$ cat src/verilog/dtc_pkg.sv
`default_nettype none

package dtc_pkg;

  // ---------------------------------------------------------------
  // widths
  // ---------------------------------------------------------------
  localparam int C0_W    = 8;
  localparam int C1_W    = 16;
  localparam int DATA_W  = 8;
  localparam int SEL_W   = 3;
  localparam int PSC_W   = 7;

  // ---------------------------------------------------------------
  // register select codes
  // ---------------------------------------------------------------
  localparam logic [SEL_W-1:0] REG_C0_COUNT = 3'h0;
  localparam logic [SEL_W-1:0] REG_C1_LOW   = 3'h1;
  localparam logic [SEL_W-1:0] REG_C1_HIGH  = 3'h2;
  localparam logic [SEL_W-1:0] REG_C0_CTRL  = 3'h3;
  localparam logic [SEL_W-1:0] REG_C1_CTRL  = 3'h4;

  // ---------------------------------------------------------------
  // control register fields
  // ---------------------------------------------------------------
  localparam int MODE_HI  = 7;
  localparam int MODE_LO  = 6;
  localparam int RUN_BIT  = 4;
  localparam int EDGE_BIT = 3;
  localparam int PSC_HI   = 2;
  localparam int PSC_LO   = 0;

  localparam logic [1:0] MODE_OFF   = 2'h0;
  localparam logic [1:0] MODE_EVENT = 2'h1;
  localparam logic [1:0] MODE_TIMER = 2'h2;
  localparam logic [1:0] MODE_PULSE = 2'h3;

  localparam logic [DATA_W-1:0] CTRL_RESET   = 8'h00;
  localparam logic [DATA_W-1:0] C0_CTRL_MASK = 8'hDF;
  localparam logic [DATA_W-1:0] C1_CTRL_MASK = 8'hD8;
  localparam logic [DATA_W-1:0] RDATA_RESET  = 8'h00;

  // ---------------------------------------------------------------
  // timing
  // ---------------------------------------------------------------
  localparam logic [1:0] INSN_DIV_LAST = 2'h3;

  typedef enum logic {DTC_PW_WAIT, DTC_PW_MEAS} dtc_pw_e;

endpackage

`default_nettype wire

$ cat src/verilog/dtc_pin_edge.sv
`timescale 1ns/1ps
`default_nettype none

module dtc_pin_edge (
  input  wire logic clk,     // system clock
  input  wire logic rst,     // sync reset
  input  wire logic ce,      // clock enable
  input  wire logic pin,     // asynchronous timer pin
  output logic      rise,    // low to high seen
  output logic      fall     // high to low seen
);
  import dtc_pkg::*;

  logic       meta_q;
  logic       sync_q;
  logic       prev_q;
  logic [1:0] prime_q;

  // ---------------------------------------------------------------
  // two-stage synchroniser, then one stage of history
  // ---------------------------------------------------------------
  always_ff @(posedge clk) begin
    if (rst) begin
      meta_q  <= 1'b0;
      sync_q  <= 1'b0;
      prev_q  <= 1'b0;
      prime_q <= 2'h0;
    end else if (ce) begin
      meta_q  <= pin;
      sync_q  <= meta_q;
      prev_q  <= sync_q;
      prime_q <= {prime_q[0], 1'b1};
    end
  end

  // edges are held off for two enabled cycles only, so a pin high at reset
  // release still reaches sync_q before prev_q and shows as a rising transition
  assign rise = prime_q[1] & sync_q & ~prev_q;
  assign fall = prime_q[1] & ~sync_q & prev_q;

endmodule // dtc_pin_edge

`default_nettype wire

$ cat src/verilog/dtc_count_core.sv
`timescale 1ns/1ps
`default_nettype none

module dtc_count_core #(
  parameter int W = 8
) (
  input  wire logic         clk,      // system clock
  input  wire logic         rst,      // sync reset
  input  wire logic         ce,       // clock enable
  input  wire logic         inc,      // one count step
  input  wire logic         pre_wr,   // preload write strobe
  input  wire logic [W-1:0] pre_val,  // preload write value
  input  wire logic         running,  // run control
  output logic      [W-1:0] count_q,  // live count
  output logic              ovf_q     // overflow pulse
);
  import dtc_pkg::*;

  logic [W-1:0] preload_q;
  wire          at_full = &count_q;
  wire          direct  = pre_wr & ~running;

  // preload has no reset: it is undefined until software writes it
  always_ff @(posedge clk) begin
    if (ce && pre_wr) begin
      preload_q <= pre_val;
    end
  end

  always_ff @(posedge clk) begin
    if (rst) begin
      count_q <= '0;
      ovf_q   <= 1'b0;
    end else if (ce) begin
      ovf_q <= 1'b0;
      if (direct) begin
        count_q <= pre_val;
      end else if (inc && at_full) begin
        count_q <= preload_q;
        ovf_q   <= 1'b1;
      end else if (inc) begin
        count_q <= count_q + 1'b1;
      end
    end
  end
endmodule // dtc_count_core

`default_nettype wire

$ cat src/verilog/dtc_top.sv
`timescale 1ns/1ps
`default_nettype none

// Overview of operation
// - 8-bit and 16-bit up counters
// - mode field in control bits 7:6
// - control bit 4 runs or stops
// - counter0 bits 2:0 select prescaler ratio
// - external edges bypass the prescaler
// - bit 3 picks active pin edge
// - counter0 prescaled clock, counter1 clock/4
// - event mode counts selected pin edges
// - count to all ones, then overflow request
// - overflow reloads preload, counting continues
// - preload has no reset value
// - stopped: preload write also loads counter
// - running: preload write waits for reload
// - counter1 low write goes to buffer
// - high write loads high plus buffer
// - high read latches low byte
// - counter0 and high-byte reads return present count
// - mode 10 is timer
// - mode 01 is event counting
// - edge bit low rising, high falling
// - pulse width ends, run clears itself
module dtc_top (
  input  wire logic                       clk,                   // 200 MHz system clock
  input  wire logic                       rst,                   // sync reset
  input  wire logic                       ce,                    // clock enable
  input  wire logic [dtc_pkg::SEL_W-1:0]  reg_sel,               // register select
  input  wire logic                       reg_wr,                // write strobe
  input  wire logic                       reg_rd,                // read strobe
  input  wire logic [dtc_pkg::DATA_W-1:0] reg_wdata,             // write data
  output logic      [dtc_pkg::DATA_W-1:0] reg_rdata,             // read data, registered
  input  wire logic                       counter0_count_or_pin, // counter0 timer pin
  input  wire logic                       counter1_ext_pin,      // counter1 timer pin
  output logic                            counter0_irq,          // counter0 overflow pulse
  output logic                            counter1_irq           // counter1 overflow pulse
);
  import dtc_pkg::*;

  // ---------------------------------------------------------------
  // register decode
  // ---------------------------------------------------------------
  wire wr_c0_count = ce & reg_wr & (reg_sel == REG_C0_COUNT);
  wire wr_c1_low   = ce & reg_wr & (reg_sel == REG_C1_LOW);
  wire wr_c1_high  = ce & reg_wr & (reg_sel == REG_C1_HIGH);
  wire rd_c1_high  = ce & reg_rd & ~reg_wr & (reg_sel == REG_C1_HIGH);

  wire [1:0] ctrl_wr;
  assign ctrl_wr[0] = ce & reg_wr & (reg_sel == REG_C0_CTRL);
  assign ctrl_wr[1] = ce & reg_wr & (reg_sel == REG_C1_CTRL);

  wire [DATA_W-1:0] ctrl_mask [2];
  assign ctrl_mask[0] = C0_CTRL_MASK;
  assign ctrl_mask[1] = C1_CTRL_MASK;

  // ---------------------------------------------------------------
  // time bases
  // ---------------------------------------------------------------
  logic [PSC_W-1:0]  prescale_q;
  logic [1:0]        insn_div_q;
  wire  [1:0][7:0]   ctrl_w;
  wire  [C0_W-1:0]   count0;
  wire  [C1_W-1:0]   count1;

  // free-running divider; a started timer may see a short first period
  always_ff @(posedge clk) begin
    if (rst) begin
      prescale_q <= '0;
      insn_div_q <= '0;
    end else if (ce) begin
      prescale_q <= prescale_q + 1'b1;
      insn_div_q <= insn_div_q + 1'b1;
    end
  end

  wire [2:0]       psc_sel   = ctrl_w[0][PSC_HI:PSC_LO];
  wire [7:0]       psc_pow   = 8'h01 << psc_sel;
  wire [7:0]       psc_full  = psc_pow - 8'h01;
  wire [PSC_W-1:0] psc_mask  = psc_full[PSC_W-1:0];

  wire [1:0] tick;
  assign tick[0] = (prescale_q & psc_mask) == psc_mask;
  assign tick[1] = insn_div_q == INSN_DIV_LAST;

  wire [1:0] pins = {counter1_ext_pin, counter0_count_or_pin};
  wire [1:0] inc;
  wire [1:0] pw_done;
  wire [1:0] ev_edge;

  // ---------------------------------------------------------------
  // per-counter control and mode logic
  // ---------------------------------------------------------------
  for (genvar i = 0; i < 2; i++) begin : g_ch
    logic    [DATA_W-1:0] ctrl_q;
    dtc_pw_e              pw_q;
    dtc_pw_e              pw_d;
    logic                 rise;
    logic                 fall;

    dtc_pin_edge u_edge (
      .clk  (clk),
      .rst  (rst),
      .ce   (ce),
      .pin  (pins[i]),
      .rise (rise),
      .fall (fall)
    );

    wire [1:0] mode     = ctrl_q[MODE_HI:MODE_LO];
    wire       run      = ctrl_q[RUN_BIT];
    wire       edge_hi  = ctrl_q[EDGE_BIT];
    wire       act_edge = edge_hi ? fall : rise;
    // a pulse opens on the edge opposite to the one that closes it
    wire       pw_start = edge_hi ? rise : fall;
    wire       is_timer = mode == MODE_TIMER;
    wire       is_event = mode == MODE_EVENT;
    wire       is_pulse = mode == MODE_PULSE;

    assign ev_edge[i] = act_edge;
    assign ctrl_w[i]  = ctrl_q;

    always_comb begin
      pw_d = pw_q;
      case (pw_q)
        DTC_PW_WAIT: begin
          if (run && is_pulse && pw_start) begin
            pw_d = DTC_PW_MEAS;
          end
        end
        DTC_PW_MEAS: begin
          if (!run || !is_pulse || act_edge) begin
            pw_d = DTC_PW_WAIT;
          end
        end
        default: pw_d = DTC_PW_WAIT;
      endcase
    end

    assign pw_done[i] = (pw_q == DTC_PW_MEAS) & run & is_pulse & act_edge;

    // off mode (00) never counts; event counts ignore the prescaler
    assign inc[i] = run & ((is_timer & tick[i])
                         | (is_event & act_edge)
                         | (is_pulse & (pw_q == DTC_PW_MEAS) & tick[i]));

    // a software write in the same cycle as the automatic stop wins
    always_ff @(posedge clk) begin
      if (rst) begin
        ctrl_q <= CTRL_RESET;
        pw_q   <= DTC_PW_WAIT;
      end else if (ce) begin
        pw_q <= pw_d;
        if (ctrl_wr[i]) begin
          ctrl_q <= reg_wdata & ctrl_mask[i];
        end else if (pw_done[i]) begin
          ctrl_q[RUN_BIT] <= 1'b0;
        end
      end
    end

  end

  // ---------------------------------------------------------------
  // counters
  // ---------------------------------------------------------------
  logic [DATA_W-1:0] low_buf_q;
  logic [DATA_W-1:0] rdata_q;
  logic              irq0_w;
  logic              irq1_w;

  dtc_count_core #(.W(C0_W)) u_c0 (
    .clk     (clk),
    .rst     (rst),
    .ce      (ce),
    .inc     (inc[0]),
    .pre_wr  (wr_c0_count),
    .pre_val (reg_wdata),
    .running (ctrl_w[0][RUN_BIT]),
    .count_q (count0),
    .ovf_q   (irq0_w)
  );

  dtc_count_core #(.W(C1_W)) u_c1 (
    .clk     (clk),
    .rst     (rst),
    .ce      (ce),
    .inc     (inc[1]),
    .pre_wr  (wr_c1_high),
    .pre_val ({reg_wdata, low_buf_q}),
    .running (ctrl_w[1][RUN_BIT]),
    .count_q (count1),
    .ovf_q   (irq1_w)
  );

  assign counter0_irq = irq0_w;
  assign counter1_irq = irq1_w;

  // ---------------------------------------------------------------
  // low-byte buffer and read port
  // ---------------------------------------------------------------
  logic [DATA_W-1:0] rd_mux;
  always_comb begin
    case (reg_sel)
      REG_C0_COUNT: rd_mux = count0;
      REG_C1_LOW:   rd_mux = low_buf_q;
      REG_C1_HIGH:  rd_mux = count1[C1_W-1:DATA_W];
      REG_C0_CTRL:  rd_mux = ctrl_w[0];
      REG_C1_CTRL:  rd_mux = ctrl_w[1];
      default:      rd_mux = RDATA_RESET;
    endcase
  end

  // one buffer serves both directions, so software must keep the
  // low-then-high write and high-then-low read order
  always_ff @(posedge clk) begin
    if (rst) begin
      low_buf_q <= '0;
      rdata_q   <= RDATA_RESET;
    end else if (ce) begin
      if (wr_c1_low) begin
        low_buf_q <= reg_wdata;
      end else if (rd_c1_high) begin
        low_buf_q <= count1[DATA_W-1:0];
      end
      if (reg_rd) begin
        rdata_q <= rd_mux;
      end
    end
  end

  assign reg_rdata = rdata_q;
endmodule // dtc_top

`default_nettype wire

$ cat config.mk
export PLATFORM = sky130hd
export DESIGN_NAME = dtc_top
export DESIGN_NICKNAME = d
export VERILOG_FILES = /design/src/verilog/dtc_pkg.sv /design/src/verilog/dtc_pin_edge.sv /design/src/verilog/dtc_count_core.sv /design/src/verilog/dtc_top.sv
export SDC_FILE = /design/constraint.sdc
export NUM_CORES = 1
export LEC_CHECK = 0
export ABC_AREA = 0
export BUFFER_PORTS_ARGS = -buffer_cell sky130_fd_sc_hd__buf_2
export CAP_MARGIN = 10
export CORE_MARGIN = 10
export CORE_UTILIZATION = 30
export CTS_CLUSTER_DIAMETER = 50
export DETAILED_ROUTE_END_ITERATION = 10
export PLACE_DENSITY = 0.5
export SLEW_MARGIN = 10
export SYNTH_ARGS = -nofsm -noshare
export SYNTH_HDL_FRONTEND = slang
export SYNTH_SLANG_ARGS = --single-unit
export TNS_END_PERCENT = 10
$ cat constraint.sdc
create_clock -name clk -period 2.2 [get_ports clk]
set_clock_uncertainty 0.05 [all_clocks]
set_input_delay 0.33 -clock clk [delete_from_list [all_inputs] [get_ports clk]]
set_output_delay 0.33 -clock clk [all_outputs]
set_load 0.005 [all_outputs]
==> results.txt <==
* Warnings, synthesis: 0
- Total global-route track usage: 13.5%
- The synthesized design spends more area on one cell type than any other, namely dfxtp_1.
- Data required time of the worst path: 2.41 ns
* Total detailed-routing wirelength: 14300 um
- For this run, the register share of the synthesized area comes to 44.4%.
- Final-layout setup total negative slack: 0 ns
* Row cnt: 46
- Count of flip-flops with a built-in enable after synthesis: 24
- For this run, the share of the core covered by cells in the final layout is 36.5%.
- Critical path peak fanout: 15
- In this run the count of I/O pins placed on the die edge is 28.
- After floorplanning, the core was sized to cover 15900 um^2.
- Share of the cycle needed by the critical path after routing: 94.2%
- Across the run, the number of max-cap violations was 0.
- Buffers placed on the I/O ports in this run total 27.
- Initial DRC Count: 300
- Insertion delay of the later-clocked pin in the worst-skew pair: 0.35 ns
* Hpwl dp: 10800 um
- Standby leakage power: 2.13 nW
- In this run the cell area measured after placement is 5450 um^2.
* Most used routing layer: met2
* Hold Vio Cnt, Final: 0
* Most instantiated flip-flop cell in the synthesis netlist: dfxtp_1
* Total number of vias: 4192
- In this run the critical register-to-register path is launched from g_ch[1].ctrl_q[3]$_SDFFE_PP0P_.
- Vias in the first global route: 4182
- Worst VDD drop: 0.376 mV
- Of the cells placed in the final design, the portion with a size suffix greater than 1 is 18.4%.
- For this run, the post-layout net count is 604.
- The worst hold path was traced through 3 stages.
- TritonCTS clock tree: built
- End point of the worst hold path: g_ch[1].u_edge.meta_q$_SDFFE_PP0P_
- Wire length of the first global-routing pass: 23200 um
* Initial antenna violation count: 0
* Count of TritonRoute iterations in the first routing pass: 4
- Relative to the synthesized area, the layout overhead comes to 19.1%.
- The netlist uses 64 different library cells.
* Global routing usage on met1: 16.8%
- The root buffer cell chosen for the clock tree is clkbuf_16.
* Post-synthesis instance area: 4870 um^2
* Antenna-violating nets left: 0
- The max-slew violation count is 0.
* CTS buffer count: 9
- Measured slew at the worst slew-check pin: 0.535 ns
- Nature of the critical path startpoint: register
- Worst setup startpoint: g_ch[1].ctrl_q[3]$_SDFFE_PP0P_
- Entering global routing, the biggest net connects 24 pins.
* Global route overflow: 0
- Detailed-route DRC error count: 0
- By area the synthesized netlist is led by dfxtp_1, edfxtp_1, nor2_1, mux2i_1, nand2_1.
- Final weighted congestion in routability-driven placement: 0.853
- Grt met3 use: 3.47%
* Die Area: 21700 um^2
* Worst hold-check path type: in -> reg
- After clock tree synthesis, the clock-pin slew on the worst setup and hold paths is 0.06 ns.
- In the global route stage, met2 resource usage came out at 22.4%.
- Worst Hold Launch: counter1_ext_pin
* Commonest cells in the synthesized netlist: dfxtp_1, nor2_1, nand2_1, o21ai_0, mux2i_1
* Buffer depth of the longest clock path: 2
* Num Clock Sinks: 96
- Total of flip-flops plus latches after synthesis: 96
- The worst setup path is captured at a register.
- The number of antenna diodes in the final layout is 0.
- Min cycle time layout: 2.07 ns
- Measured in cells, the most critical reg-to-reg path has a length of 7.
- Depth of the CTS H-tree: 3
- Measured against its own limit, the worst slew margin works out to 64.2%.
- Average size of a mapped cell: 9.18 um^2
- The share of synthesized area in the top cell type comes to 29.6%.
- After technology mapping, the gate count stands at 530.
* Type of the setup path with the least slack: reg -> reg
- Setup violations remaining at the end of the flow were counted as 0.
- After detailed routing, the number of vias per cell comes to 5.22.
* Detailed-route wire length per cell: 17.9 um
* Arr. time, crit path: 2.28 ns
- From bottom edge to top edge, the die measures 147 um.
* Ys async rst share: 0%
- The run finished with clean final reports.
- Counting every net in the synthesized netlist gives 552.
- For flop-to-flop paths, the worst setup slack is 0.13 ns.
- The endpoint identified for the worst register-to-register timing path is u_c1.count_q[11]$_SDFFE_PP0P_.
* Cell area after layout: 5790 um^2
- Worst hold margin: 0.164 ns
- Width of the die: 147 um
- For this configuration, the core starts out at a cell density of 30.6%.
- In this run the power density over the cells is 636 nW/um^2.
- Static timing analysis puts the maximum clock frequency at 483 MHz.
[power by group]
group / total (mW) / internal [mW] / switching [mW]
Clock: 1.57 / 0.878 / 0.695
Combinational: 0.243 / 0.0925 / 0.150
Sequential: 1.87 / 1.84 / 0.0302
Total: 3.69 / 2.81 / 0.875
[layer usage]
| layer | up-vias | routed length, um |
|---|---|---|
| met2 | 90 | 6970 |
| met1 | 2042 | 6230 |
| met4 | 0 | 219 |
| li1 | 2050 | - |
| met3 | 10 | 917 |
| met5 | - | 0 |
[worst max path at each step]
stage                                    end
4_1_cts         u_c1.count_q[0]$_SDFFE_PP0P_
2_1_floorplan   u_c1.count_q[0]$_SDFFE_PP0P_
6_report       u_c1.count_q[11]$_SDFFE_PP0P_
3_5_place_dp    u_c1.count_q[0]$_SDFFE_PP0P_
3_3_place_gp    u_c1.count_q[0]$_SDFFE_PP0P_
5_1_grt         u_c0.count_q[1]$_SDFFE_PP0P_
[registers in the layout (all words and copies together) (netlist names), 7 cells and up]
register and cells:
prescale_q 7, reg_rdata 8, low_buf_q 8, u_c1.preload_q 16
u_c1.count_q 16, u_c0.preload_q 8, u_c0.count_q 8, g_ch.ctrl_q 11
[cells in the final DEF (no fill, tap or decap), drive strengths merged, types with 2 or more instances in the layout]
cell type	synthesis	final
dfxtp	72	72
nor2	72	72
buf	8	69
nand2	60	60
o21ai	31	31
mux2i	25	25
edfxtp	24	24
a21oi	20	20
nand3	19	19
xor2	16	16
a311oi	16	16
nand4	13	13
a211oi	11	11
nor3	11	11
nand2b	10	10
o211ai	9	9
clkbuf	20	9
and3	8	8
xnor2	7	7
and4	7	7
o22ai	6	6
nand3b	5	5
inv	5	5
mux4	5	5
clkinvlp	0	5
or3	4	4
and2	4	4
nor2b	4	4
a22oi	4	4
ha	4	4
nor3b	3	3
a31oi	3	3
and3b	2	2
o2111ai	2	2
o41ai	2	2
o31a	2	2
o21a	2	2
and2b	2	2
[worst max-delay path, cell delays in order, from the launching register on]
cell and delay, ns:
dfxtp_1 0.43, and3b_1 0.20, o21ai_1 0.15, o31ai_4 0.35, nand4_4 0.29, nand2_1 0.13
o211ai_1 0.09, a311oi_1 0.29
[logic make-up (layout without fill, tap and decap cells)]
| logic type | count (synthesis) | in the layout | synth area share [%] |
|---|---|---|---|
| fa+ha+maj | 4 | 4 | 1.03 |
| simple gates | 226 | 226 | 23.2 |
| compound gates | 117 | 117 | 16.5 |
| xor+xnor | 23 | 23 | 4.14 |
| flops | 96 | 96 | 44.4 |
| buf+inv | 33 | 90 | 2.98 |
| mux | 31 | 31 | 7.69 |
[stage by stage]
step | cells | power (mW) | worst slack, ns
finish | 803 | 3.69 | 0.129
global route | 803 | 3.84 | -0.00858
CTS | 802 | 3.73 | 0.000891
detailed placement | 786 | 2.15 | 0.0233
global placement | 786 | 2.15 | 0.0262
floorplan | 530 | 2.04 | 0.194
[area by class of cell]
| cell class | instances | area, um^2 |
|---|---|---|
| Fill cell | 1676 | 10100 |
| Multi-Input combinational cell | 401 | 2590 |
| Sequential cell | 96 | 2160 |
| Timing Repair Buffer | 69 | 450 |
| Tap cell | 216 | 270 |
| Clock buffer | 9 | 225 |
| Clock inverter | 7 | 72.6 |
| Inverter | 5 | 18.8 |
[timing repair]
action | in CTS | in global routing
setup endpoints to repair | 0 | 19
gates resized for setup | 0 | 8
buffers inserted | 0 | 1
hold buffers | 0 | 0
Power figures use the tool's default switching activity.
